File: src/rtl/smbus_temp_pkg.sv
// Shared constants for the SMBus temperature register port
package smbus_temp_pkg;
   localparam logic [7:0] REG_TEMP_ONE = 8'h00;
   localparam logic [7:0] REG_TEMP_TWO = 8'h01;
   localparam logic [7:0] REG_CONFIG = 8'h02;
   localparam int CFG_SRC_BIT = 1;
   localparam logic [7:0] CONFIG_RESET = 8'h00;
   localparam logic [7:0] POINTER_RESET = 8'h00;
   localparam logic [4:0] ADDR_BASE = 5'h09;
   localparam logic [7:0] TEMP_FLOOR = 8'h00;
endpackage

File: src/rtl/smbus_bit_sampler.sv
// Line sampler giving edge and start/stop strobes for the serial bus
`timescale 1ns/1ps
module smbus_bit_sampler (
   input wire logic clock,
   input wire logic arst_n,
   input wire logic scl_in,
   input wire logic sda_in,
   output logic scl_rise,
   output logic scl_fall,
   output logic start_seen,
   output logic stop_seen
);
   logic scl_q;
   logic sda_q;
   always_ff @(posedge clock or negedge arst_n) begin
      if (!arst_n) begin
         scl_q <= 1'b1;
         sda_q <= 1'b1;
      end else begin
         scl_q <= scl_in;
         sda_q <= sda_in;
      end
   end
   assign scl_rise = scl_in & ~scl_q;
   assign scl_fall = ~scl_in & scl_q;
   // Data moving while clock is high marks frame boundaries
   assign start_seen = scl_in & scl_q & sda_q & ~sda_in;
   assign stop_seen = scl_in & scl_q & ~sda_q & sda_in;
endmodule // smbus_bit_sampler

File: src/rtl/smbus_temp_register_access.sv
// SMBus slave giving byte access to the temperature registers
`timescale 1ns/1ps
// What this block does
// Internal state is shown to the host as byte-wide registers over the two-wire bus.
// Only write byte, read byte, send byte and receive byte transactions are served.
// The slave address is one of four fixed variants picked by a two-bit strap.
// Receive byte returns the register last chosen by a command byte.
// Channel one temperature sits at offset 00h and channel two at 01h.
// Each temperature is an unsigned byte with 1 degree per count up to 128 for the MSB.
// Returned bytes go out MSB first.
// Temperatures below zero read as 00h.
// Bit D1 of register 02h picks the die sensor (1) or second remote diode (0) for channel two.
// Both local and remote results step one degree per code.
// Only the own address is acknowledged; other traffic leaves bus and pointer alone.
module smbus_temp_register_access
   import smbus_temp_pkg::*;
(
   input wire logic clock,
   input wire logic arst_n,
   input wire logic [1:0] addr_select,
   input wire logic scl_in,
   input wire logic sda_in,
   output logic sda_out,
   output logic sda_oe,
   input wire logic signed [8:0] temp_one_raw,
   input wire logic signed [8:0] temp_two_raw,
   output logic channel_two_local
);
   typedef enum logic [6:0] {
      ST_IDLE = 7'b0000001,
      ST_ADDR = 7'b0000010,
      ST_AACK = 7'b0000100,
      ST_RXB = 7'b0001000,
      ST_RACK = 7'b0010000,
      ST_TXB = 7'b0100000,
      ST_TACK = 7'b1000000
   } state_t;

   state_t state_q, state_d;
   logic [7:0] shift_q, shift_d;
   logic [3:0] cnt_q, cnt_d;
   logic read_q, read_d;
   logic first_q, first_d;
   logic [7:0] ptr_q, ptr_d;
   logic [7:0] cfg_q, cfg_d;
   logic drive_q, drive_d;
   logic scl_rise, scl_fall, start_seen, stop_seen;

   smbus_bit_sampler u_sampler (
      .clock(clock),
      .arst_n(arst_n),
      .scl_in(scl_in),
      .sda_in(sda_in),
      .scl_rise(scl_rise),
      .scl_fall(scl_fall),
      .start_seen(start_seen),
      .stop_seen(stop_seen)
   );

   // Negative codes clip to zero; 1 degree per count for both channels
   wire [7:0] temp_one_byte = temp_one_raw[8] ? TEMP_FLOOR : temp_one_raw[7:0];
   wire [7:0] temp_two_byte = temp_two_raw[8] ? TEMP_FLOOR : temp_two_raw[7:0];
   wire [6:0] own_addr = {ADDR_BASE, addr_select};
   wire addr_match = (shift_q[7:1] == own_addr);
   wire [7:0] read_data = (ptr_q == REG_TEMP_ONE) ? temp_one_byte :
                          (ptr_q == REG_TEMP_TWO) ? temp_two_byte :
                          (ptr_q == REG_CONFIG) ? cfg_q : 8'h00;
   assign channel_two_local = cfg_q[CFG_SRC_BIT];
   assign sda_out = 1'b0;
   assign sda_oe = drive_q;

   always_comb begin
      state_d = state_q;
      shift_d = shift_q;
      cnt_d = cnt_q;
      read_d = read_q;
      first_d = first_q;
      ptr_d = ptr_q;
      cfg_d = cfg_q;
      drive_d = drive_q;
      if (start_seen) begin
         state_d = ST_ADDR;
         cnt_d = 4'h0;
         drive_d = 1'b0;
      end else if (stop_seen) begin
         state_d = ST_IDLE;
         drive_d = 1'b0;
      end else begin
         unique case (state_q)
            ST_IDLE: begin
            end
            ST_ADDR: begin
               if (scl_rise) begin
                  shift_d = {shift_q[6:0], sda_in};
                  cnt_d = cnt_q + 4'h1;
               end
               if (scl_fall && cnt_q == 4'h8) begin
                  if (addr_match) begin
                     read_d = shift_q[0];
                     drive_d = 1'b1;
                     state_d = ST_AACK;
                  end else begin
                     state_d = ST_IDLE;
                  end
               end
            end
            ST_AACK: begin
               if (scl_fall) begin
                  cnt_d = 4'h0;
                  if (read_q) begin
                     // Receive byte and the read half of read byte use the pointer
                     shift_d = read_data;
                     drive_d = ~read_data[7];
                     state_d = ST_TXB;
                  end else begin
                     drive_d = 1'b0;
                     first_d = 1'b1;
                     state_d = ST_RXB;
                  end
               end
            end
            ST_RXB: begin
               if (scl_rise) begin
                  shift_d = {shift_q[6:0], sda_in};
                  cnt_d = cnt_q + 4'h1;
               end
               if (scl_fall && cnt_q == 4'h8) begin
                  drive_d = 1'b1;
                  state_d = ST_RACK;
                  if (first_q) begin
                     ptr_d = shift_q;
                  end else if (ptr_q == REG_CONFIG) begin
                     cfg_d = shift_q;
                  end
               end
            end
            ST_RACK: begin
               if (scl_fall) begin
                  drive_d = 1'b0;
                  cnt_d = 4'h0;
                  // Write byte ends after one data byte; extras are NACKed
                  state_d = first_q ? ST_RXB : ST_IDLE;
                  first_d = 1'b0;
               end
            end
            ST_TXB: begin
               if (scl_fall) begin
                  cnt_d = cnt_q + 4'h1;
                  if (cnt_q == 4'h7) begin
                     drive_d = 1'b0;
                     state_d = ST_TACK;
                  end else begin
                     shift_d = {shift_q[6:0], 1'b0};
                     drive_d = ~shift_q[6];
                  end
               end
            end
            ST_TACK: begin
               // Single byte per read; host NACK then stop
               if (scl_fall) begin
                  state_d = ST_IDLE;
               end
            end
            default: state_d = ST_IDLE;
         endcase
      end
   end

   always_ff @(posedge clock or negedge arst_n) begin
      if (!arst_n) begin
         state_q <= ST_IDLE;
         shift_q <= 8'h00;
         cnt_q <= 4'h0;
         read_q <= 1'b0;
         first_q <= 1'b0;
         ptr_q <= POINTER_RESET;
         cfg_q <= CONFIG_RESET;
         drive_q <= 1'b0;
      end else begin
         state_q <= state_d;
         shift_q <= shift_d;
         cnt_q <= cnt_d;
         read_q <= read_d;
         first_q <= first_d;
         ptr_q <= ptr_d;
         cfg_q <= cfg_d;
         drive_q <= drive_d;
      end
   end
endmodule // smbus_temp_register_access

File: config.mk
export PLATFORM = sky130hd
export DESIGN_NAME = smbus_temp_register_access
export DESIGN_NICKNAME = d
export VERILOG_FILES = /design/src/rtl/smbus_temp_pkg.sv /design/src/rtl/smbus_bit_sampler.sv /design/src/rtl/smbus_temp_register_access.sv
export SDC_FILE = /design/constraint.sdc
export NUM_CORES = 1
export LEC_CHECK = 0
export BUFFER_PORTS_ARGS = -buffer_cell sky130_fd_sc_hd__buf_2
export CAP_MARGIN = 25
export CORE_MARGIN = 10
export CORE_UTILIZATION = 30
export CTS_CLUSTER_DIAMETER = 100
export DETAILED_ROUTE_END_ITERATION = 16
export GPL_ROUTABILITY_DRIVEN = 1
export SETUP_SLACK_MARGIN = 0.02
export SYNTH_ARGS = -nofsm -noshare
export SYNTH_HDL_FRONTEND = slang
export SYNTH_SLANG_ARGS = --single-unit
File: constraint.sdc
create_clock -name clock -period 4.4 [get_ports clock]
set_clock_uncertainty 0.1 [all_clocks]
set_input_delay 0.44 -clock clock [delete_from_list [all_inputs] [get_ports clock]]
set_output_delay 0.44 -clock clock [all_outputs]
set_load 0.02 [all_outputs]
=== Word level (Yosys, flattened, before mapping) ===
Index checks and enable logic that the tools add are counted.

* Multiply operators: 0
* Bitwise operators: 16
* Shift-type cells: 0
* Divide/modulo/power cells: 0
* Equal/unequal tests: 32
* Reduce and logical (&&, ||, !) cells: 16
* Order comparisons: 0
* $add $sub $neg: 1
* Muxes and demuxes: 44

{| class="wikitable"
|+ Operator list
! cell !! count
|-
| $mux 8 || 10
|-
| $mux 7 || 9
|-
| $pmux 7 s7 || 1
|-
| $ne 4x4->1 const B || 8
|-
| $mux 4 || 6
|-
| $pmux 8 s3 || 1
|-
| $reduce_and 8->1 || 2
|-
| $reduce_and 5->1 || 3
|-
| $ne 2x2->1 const B || 7
|-
| $mux 1 || 12
|-
| $pmux 4 s3 || 1
|-
| $reduce_and 6->1 || 2
|-
| $not 1->1 || 9
|-
| $eq 8x1->1 const B || 1
|-
| $eq 8x2->1 const B || 1
|-
| $logic_not 8->1 || 1
|-
| $and 1x1->1 || 7
|-
| $eq 7x1->1 const B || 1
|-
| $eq 7x2->1 const B || 1
|-
| $eq 7x3->1 const B || 1
|-
| $eq 7x4->1 const B || 1
|-
| $eq 7x5->1 const B || 1
|-
| $eq 7x6->1 || 1
|-
| $eq 7x6->1 const B || 1
|-
| other kinds (18) || 21
|}

* Memory bits (read-only): 0
* Register bits: 40
* Bits in latches: 0
* Memory bits (writable): 0
* Output and inout port bits: 3
* Input bits: 24
* Memories: 0

=== Logic depth before layout (Yosys ltp) ===
Gate-level depths: netlist (run 1).

* Depth in word-level cells: 10
* Mapped depth: 8

=== By module ===
Synthesis (run 1) repeated with hierarchy kept, for this count alone.

* Cell total of the unflattened synthesis: 235
* Area, all modules: 2367.3 um^2

{| class="wikitable"
|+ By module, submodules not included
! module !! sequential area each (um^2) !! area each (um^2) !! cells an instance !! instances
|-
| smbus_temp_register_access || 952.2 || 2282.2 || 229 || 1
|-
| smbus_bit_sampler || 52.6 || 85.1 || 6 || 1
|}

=== Worst setup path before layout (run 1) ===
No wires, ideal clock.

* Path type: reg-to-reg
* Start: reg ptr_q[3]
* End: reg cfg_q[0]
* Data arrival time: 2.134 ns
* Clock period less this slack: 2.359 ns
* Path buffers: 1
* Slack: 2.041 ns
* Stages on the path, launching flop included: 7
* Path through: dfrtp_1 or4_1 nor3_2 and3b_2 buf_6 nor4b_4 mux2_2

* Longest elaborated chain between the ends: 2

{| class="wikitable"
|+ RTL lines
! what !! line !! RTL
|-
| start: declaration || smbus_temp_register_access.sv:44 || <nowiki>logic [7:0] ptr_q, ptr_d;</nowiki>
|-
| start signal: assignment || smbus_temp_register_access.sv:185 || <nowiki>ptr_q <= ptr_d;</nowiki>
|-
| $eq 8x2->1 || smbus_temp_register_access.sv:132 || <nowiki>end else if (ptr_q == REG_CONFIG) begin</nowiki>
|-
| $reduce_and 6->1 (no line) || n/a ||
|-
| end signal: assignment || smbus_temp_register_access.sv:186 || <nowiki>cfg_q <= cfg_d;</nowiki>
|-
| end: declaration || smbus_temp_register_access.sv:45 || <nowiki>logic [7:0] cfg_q, cfg_d;</nowiki>
|}

Every way passes these cells.
A chain may end at the register's enable or synchronous reset.

=== Final worst setup path (run 1) ===
* Start: reg ptr_q[3]
* End: reg cfg_q[3]

The elaborated chain is that of the path after synthesis.

==> metrics.yaml, run 1 <==
worst_setup_path:
  cp_slowest_cell: "nor4b_4"
  cp_max_fo: 8
  setup.worst_path.start_class: "flop"
  reg2regPathDepth: 5
  r2r-start: "ptr_q[3]"
  crit_family: "simple AND/OR/NAND/NOR gates"
  timing.critical_path.slowest_cell_delay_ns: 0.56
  critPathKind: "flop to flop"
  worstPathCellList: "or4_1, nor3_2, and3b_2, nor4b_4, mux2_2"
  end_kind: "flop"
  regToRegSetupSlack_ns: 1.75
  worst_ep_required_time_ns: 4.48
  reg2reg_to: "cfg_q[3]"
  worstPathArrival_ns: 2.73
  crit_buf_inv: 0
timing:
  max_freq_ghz: 0.378
  slew_headroom: 0.368
  rsz0062_at_grt: "false"
  fin_setup_tns_ns: 0
  setup_viol: 0
  slew_violations: 0
  period_needed_ns: 2.65
  worst_slew_pin_slew_ns: 0.945
  hold_violations: 0
  fin_hold_ws_ns: 0.163
  period_share: 0.602
synthesis:
  syn-num-nets: 265
  synth_edf_count: 0
  ys_ff_latch: 40
  yosys_warnings: 0
  synth_flop_cell: "dfrtp_1"
  synthesis.area_sq_mm: 0.00235
  synth_top_area_cell: "dfrtp_1"
  synth.avg_cell_area_sq_um: 9.84
  synth_seq_area_share: 0.427
  synth_top_cell_area_share: 0.394
  async_reset_ff_frac: 1.00
  yosys-top-cells-area: "dfrtp_1 (39%), mux2_2 (12%), o21ai_0 (3.8%)"
  ys_types: 55
  syn_inst: 239
routing:
  drt_wl_total_mm: 6.18
  wl_per_cell_microns: 17.0
  ant_nets: 0
  vias: 2013
  drt_pass1_iterations: 8
  routed_via_density: 5.55
  drc: 0
  drt_iter0_drc: 199
power:
  power.density_mw_per_mm2: 364
  vdd_drop_max_v: 0.000184
  p_leak_nw: 1.21
cts:
  clockRootBuffer: "clkbuf_8"
  clkSinkCount: 40
  cts_setup_buffers: 0
  path_clk_slew_ns: 0.08
  hold_buffers: 0
  cts_made_buffers: 5
  clk_latency_ns: 0.30
  htreeDepth: 2
  cts_tree: "yes"
  cts_buffer_depth: 2
  cts_resized: 0
min_path:
  hp-class: "input port to asynchronous set/reset pin"
layout:
  drive_above_1_share: 0.272
  final_nets: 286
  syn_to_final_growth_pct: 13.2
  fin_area_sq_mm: 0.00266
  nFillCells: 789
  final_util: 0.346
  antenna_cells: 0
die:
  dieWidth_microns: 109
  boundaryPins: 27
  rows: 32
  die_area_sq_mm: 0.0118
  die_h_microns: 109
  coreArea_sq_mm: 0.00769
  initial_core_util: 0.306
placed_design:
  hpwl_mm: 4.54
  place_congestion: 0.886
  dpl_cell_area_sq_mm: 0.00255
  port_buffers: 25
grt:
  grt_pass1_vias: 1965
  antenna_found_initial: 0
  overflow: 0
  grt_max_degree: 41
  grt_first_pass_wirelength_mm: 10.3
  grt_usage: 0.108
job:
  cap_violations: 0
status:
  outcome: "finished, final reports clean"
-- metal layers --
metal  vias to the layer above  part of all wire  track usage
li1                        937                 -            -
met1                       994              0.46        0.145
met2                        74              0.47        0.168
met3                         8             0.058       0.0256
met4                         0             0.012       0.0348
met5                         -                 0            0
-- sequential cells by signal, summed over array words and instances (netlist names) --
signal / cells
u_sampler.scl_q: 1
ptr_q: 8
first_q: 1
sda_oe: 1
cnt_q: 4
read_q: 1
state_q: 7
shift_q: 8
u_sampler.sda_q: 1
cfg_q: 8
-- how the worst max path moves through the flow --
stage                    start  slack [ns]  cells after the start        to
floorplan             ptr_q[3]        2.04                      6  cfg_q[0]
global placement    shift_q[7]        1.78                      6    sda_oe
detailed placement  shift_q[7]        1.78                      6    sda_oe
CTS                   ptr_q[3]        1.77                      5  cfg_q[3]
global route          ptr_q[3]        1.63                      5  cfg_q[6]
finish                ptr_q[3]        1.75                      5  cfg_q[3]
-- worst reg2reg max path: stages, from the launching register on --
cell	delay, ns
dfrtp_1	0.38
or4_1	0.53
nor3_2	0.23
and3b_2	0.33
nor4b_4	0.56
mux2_2	0.41
-- kinds of logic (layout without fill, tap and decap cells) --
| group | after synthesis | in the layout | synth area share |
|---|---|---|---|
| xor gates and xnor gates | 6 | 6 | 0.0223 |
| other | 1 | 1 | 0.00159 |
| muxes | 26 | 26 | 0.124 |
| and+or+nand+nor | 85 | 85 | 0.209 |
| buffers and inverters | 22 | 44 | 0.0420 |
| DFF | 40 | 40 | 0.427 |
| AOI/OAI and AO/OA | 57 | 57 | 0.163 |
| adders and majority gates | 2 | 2 | 0.0106 |
-- synthesized netlist by cell type, types with 4 or more instances --
cell type and count:
xor2_1 6, nor3_1 4, clkbuf_1 5, nor2_1 19, nand3_1 12, nand2b_1 4, o21ai_0 18, buf_2 4
nand2_1 14, dfrtp_1 37, a21oi_1 11, a222oi_1 6, mux2_2 25, inv_1 11, o22ai_1 4
-- layout by cell type (no fill, tap or decap), types with 2 or more instances in the layout --
cell / instances
o22a_1: 2
nand4_1: 3
mux2_2: 25
nand2_1: 14
nor3_1: 4
ha_1: 2
or4_1: 3
dfrtp_1: 37
nor4_1: 3
nand2b_1: 4
buf_2: 25
a22oi_1: 2
or3_1: 3
xor2_1: 6
o21ai_0: 18
and3_1: 3
nand3_1: 12
dfstp_2: 3
clkbuf_8: 5
nor2_1: 19
inv_1: 11
nor2b_1: 3
a211oi_1: 2
and3b_2: 2
a222oi_1: 6
a21oi_1: 11
o22ai_1: 4
-- cell type report --
| type | count | area, sq um | share of cell area |
|---|---|---|---|
| clock inverters | 3 | 46.3 | 0.0174 |
| flip-flops and latches | 40 | 1000 | 0.377 |
| inverters | 11 | 41.3 | 0.0155 |
| well taps | 102 | 128 | 0.0479 |
| repair buffers | 25 | 125 | 0.0470 |
| clock buffers | 5 | 68.8 | 0.0258 |
| multi-input cells | 177 | 1250 | 0.469 |
-- report_power, final --
group,leakage (nW),internal (mW),switching (mW)
sequential,0.544,0.410,0.0695
clock,0.0548,0.171,0.143
combinational,0.616,0.0784,0.0971
total,1.21,0.659,0.309
-- stage by stage --
step	power, mW	worst slack, ns	instances
after floorplan	0.585	2.04	239
after global placement	0.657	1.78	355
after detailed placement	0.661	1.78	355
after CTS	0.977	1.77	363
after global routing	1.03	1.63	363
final	0.968	1.75	363
(Power assumes the default switching activity.)
==> run 2: changes to the inputs <==
==> constraint.sdc (replaced) <==
create_clock -name clock -period 2.2 [get_ports clock]
set_clock_uncertainty 0.1 [all_clocks]
set_input_delay 0.22 -clock clock [delete_from_list [all_inputs] [get_ports clock]]
set_output_delay 0.22 -clock clock [all_outputs]
set_load 0.02 [all_outputs]
==> run 2 against run 1 <==
Net effect:
- the run now ends with negative setup slack left
- wire length grew 14%
- maximum frequency grew 13%
- flip-flop and latch count is the same
- global-route usage grew 0.71 points
- first-iteration DRC count shrank 14%
- final cell count grew 15%
- critical path type unchanged
- largest power group unchanged
- highest routed layer unchanged
==> metrics.yaml, run 2 (synthesized netlist as in run 1, its figures left out) <==
status:
  outcome: "finished with violations"  # was finished, final reports clean
  violations: "negative setup slack"
die:
  rows: 32  # unchanged
  initial_core_util: 0.306  # unchanged
  dieWidth_microns: 109  # unchanged
  coreArea_sq_mm: 0.00769  # unchanged
  die_area_sq_mm: 0.0118  # unchanged
  die_h_microns: 109  # unchanged
  boundaryPins: 27  # unchanged
placed_design:
  hpwl_mm: 5.09  # was 4.54 mm
  dp_worst_setup_slack_ns: -0.0846  # was 1.78 ns
  dpl_cell_area_sq_mm: 0.00292  # was 0.00255 sq mm
  place_congestion: 0.866  # was 0.886
  port_buffers: 25  # unchanged
power:
  p_leak_nw: 1.55  # was 1.21 nW
  power.density_mw_per_mm2: 688  # was 364 mW/mm^2
  vdd_drop_max_v: 0.000348  # was 0.000184 V
layout:
  drive_above_1_share: 0.449  # was 0.272
  syn_to_final_growth_pct: 40.1  # was 13.2%
  layout_common_cells: "buf_4 (45), dfrtp_1 (36), buf_2 (25), mux2_4 (19), nor2_1 (18)"  # was dfrtp_1 (37), mux2_2 (25), buf_2 (25), nor2_1 (19), o21ai_0 (18)
  multi_input_area_sq_mm: 0.00145  # was 0.00125 sq mm
  fin_area_sq_mm: 0.00330  # was 0.00266 sq mm
  reg_top3: "cfg_q x8, ptr_q x8, shift_q x8"  # unchanged
  antenna_cells: 0  # unchanged
  final_nets: 339  # was 286
  nFillCells: 750  # was 789
  seq_area_sq_mm: 0.00101  # was 0.00100 sq mm
  layout_commonest_cell: "buf_4"  # was dfrtp_1
cts:
  htreeDepth: 2  # unchanged
  clockRootBuffer: "clkbuf_8"  # unchanged
  clk_latency_ns: 0.30  # about the same
  cts_tree: "yes"  # unchanged
  cts_buffer_depth: 2  # unchanged
  cts_made_buffers: 5  # unchanged
  clkSinkCount: 40  # unchanged
  path_clk_slew_ns: 0.09  # was 0.08 ns
timing:
  rsz0062_at_grt: "true"  # was false
  slew_violations: 0  # unchanged
  slew_headroom: 0.615  # was 0.368
  period_share: 1.07  # was 0.602
  worst_slack_ns: -0.148  # was 1.75 ns
  worst_slew_pin_slew_ns: 0.576  # was 0.945 ns
  period_needed_ns: 2.35  # was 2.65 ns
  fin_hold_ws_ns: 0.0679  # was 0.163 ns
  hold_violations: 0  # unchanged
  setup_viol: 11  # was 0
  max_freq_ghz: 0.426  # was 0.378 GHz
worst_setup_path:
  reg2reg_to: "sda_oe"  # was cfg_q[3]
  cp_max_fo: 2  # was 8
  crit_family: "simple AND/OR/NAND/NOR gates"  # unchanged
  worstPathCellList: "nand4bb_1, or4_4, or3b_4, a2111oi_4, o22ai_1, o2bb2ai_1"  # was or4_1, nor3_2, and3b_2, nor4b_4, mux2_2
  cp.depth: 6  # was 5
  worstPathArrival_ns: 2.43  # was 2.73 ns
  crit_end: "sda_oe"  # was cfg_q[3]
  worst_ep_required_time_ns: 2.28  # was 4.48 ns
  timing.critical_path.slowest_cell_delay_ns: 0.54  # was 0.56 ns
  setup.worst_path.start_class: "flop"  # unchanged
  reg2regPathDepth: 6  # was 5
  startpoint: "shift_q[4]"  # was ptr_q[3]
  cp_slowest_cell: "or4_4"  # was nor4b_4
  end_kind: "flop"  # unchanged
  critPathKind: "flop to flop"  # unchanged
  crit_buf_inv: 0  # unchanged
  regToRegSetupSlack_ns: -0.15  # was 1.75 ns
  r2r-start: "shift_q[4]"  # was ptr_q[3]
grt:
  antenna_found_initial: 0  # unchanged
  overflow: 0  # unchanged
  grt_max_degree: 18  # was 41
  grt_first_pass_wirelength_mm: 10.9  # was 10.3 mm
  grt_pass1_vias: 2209  # was 1965
  grt_usage: 0.115  # was 0.108
routing:
  vias: 2143  # was 2013
  met2_length_mm: 3.39  # was 2.92 mm
  drc: 0  # unchanged
  ant_nets: 0  # unchanged
  highest_layer: "met4"  # unchanged
  wl_met1_mm: 3.21  # was 2.83 mm
  drt_pass1_iterations: 5  # was 8
  routed_via_density: 5.15  # was 5.55
  dr_wl_met3_microns: 277  # was 361 microns
  drt_iter0_drc: 172  # was 199
  wl_per_cell_microns: 16.9  # was 17.0 microns
  drt_wl_total_mm: 7.04  # was 6.18 mm
min_path:
  min_path_cells: 2
  hold_start: "scl_in"
  hp-class: "input port to flop"  # was input port to asynchronous set/reset pin
job:
  cap_violations: 0  # unchanged
-- run 2: cell types whose count changed in the layout (fill, tap and decap cells not counted), moves of 3 or more --
cell	change
o21ai_1	+5
mux2_2	-19
mux2_4	+19
buf_6	+5
o21ai_2	+3
buf_4	+45
or3_4	+3
o21ai_0	-8
or3_1	-3
-- run 2: how the worst min path moves through the flow --
stage	endpoint	slack, ns
finish	u_sampler.scl_q	0.07
floorplan	cfg_q[0]	-0.18
detailed placement	ptr_q[2]	0.05
CTS	u_sampler.scl_q	0.06
global route	u_sampler.scl_q	0.06
global placement	ptr_q[2]	0.04
-- run 2: area by class of cell --
class                      instances  share of cell area
multi-input combinational        177               0.438
sequential                        40               0.305
timing repair buffer              78               0.170
tap                              102              0.0387
clock buffer                       5              0.0209
clock inverter                     3              0.0144
inverter                          11              0.0125
-- run 2: per-layer routing --
layer | track usage | vias to the layer above
li1 | - | 1037
met1 | 0.147 | 1042
met2 | 0.186 | 49
met3 | 0.0208 | 15
met4 | 0.0537 | 0
met5 | 0 | -
-- run 2: power breakdown --
part	internal (mW)	switching (mW)
clock	0.342	0.289
sequential	0.819	0.0714
combinational	0.392	0.354
total	1.55	0.715
-- run 2: timing repair --
action	CTS	global route
resized for setup	23	29
endpoints found under the setup margin	30	34
hold buffers	2	0
hold endpoints to repair	10	0
buffers inserted	2	5
pin swaps	5	6
-- run 2: metrics by stage --
stage / utilization / instances / TNS [ns] / total power [mW]
floorplan: - / 239 / -1.82 / 1.17
global placement: 0.380 / 400 / -0.692 / 1.51
detailed placement: 0.380 / 400 / -0.738 / 1.52
CTS: 0.411 / 412 / -0.139 / 2.18
global route: 0.429 / 416 / -1.72 / 2.38
finish: 0.429 / 416 / -0.378 / 2.27
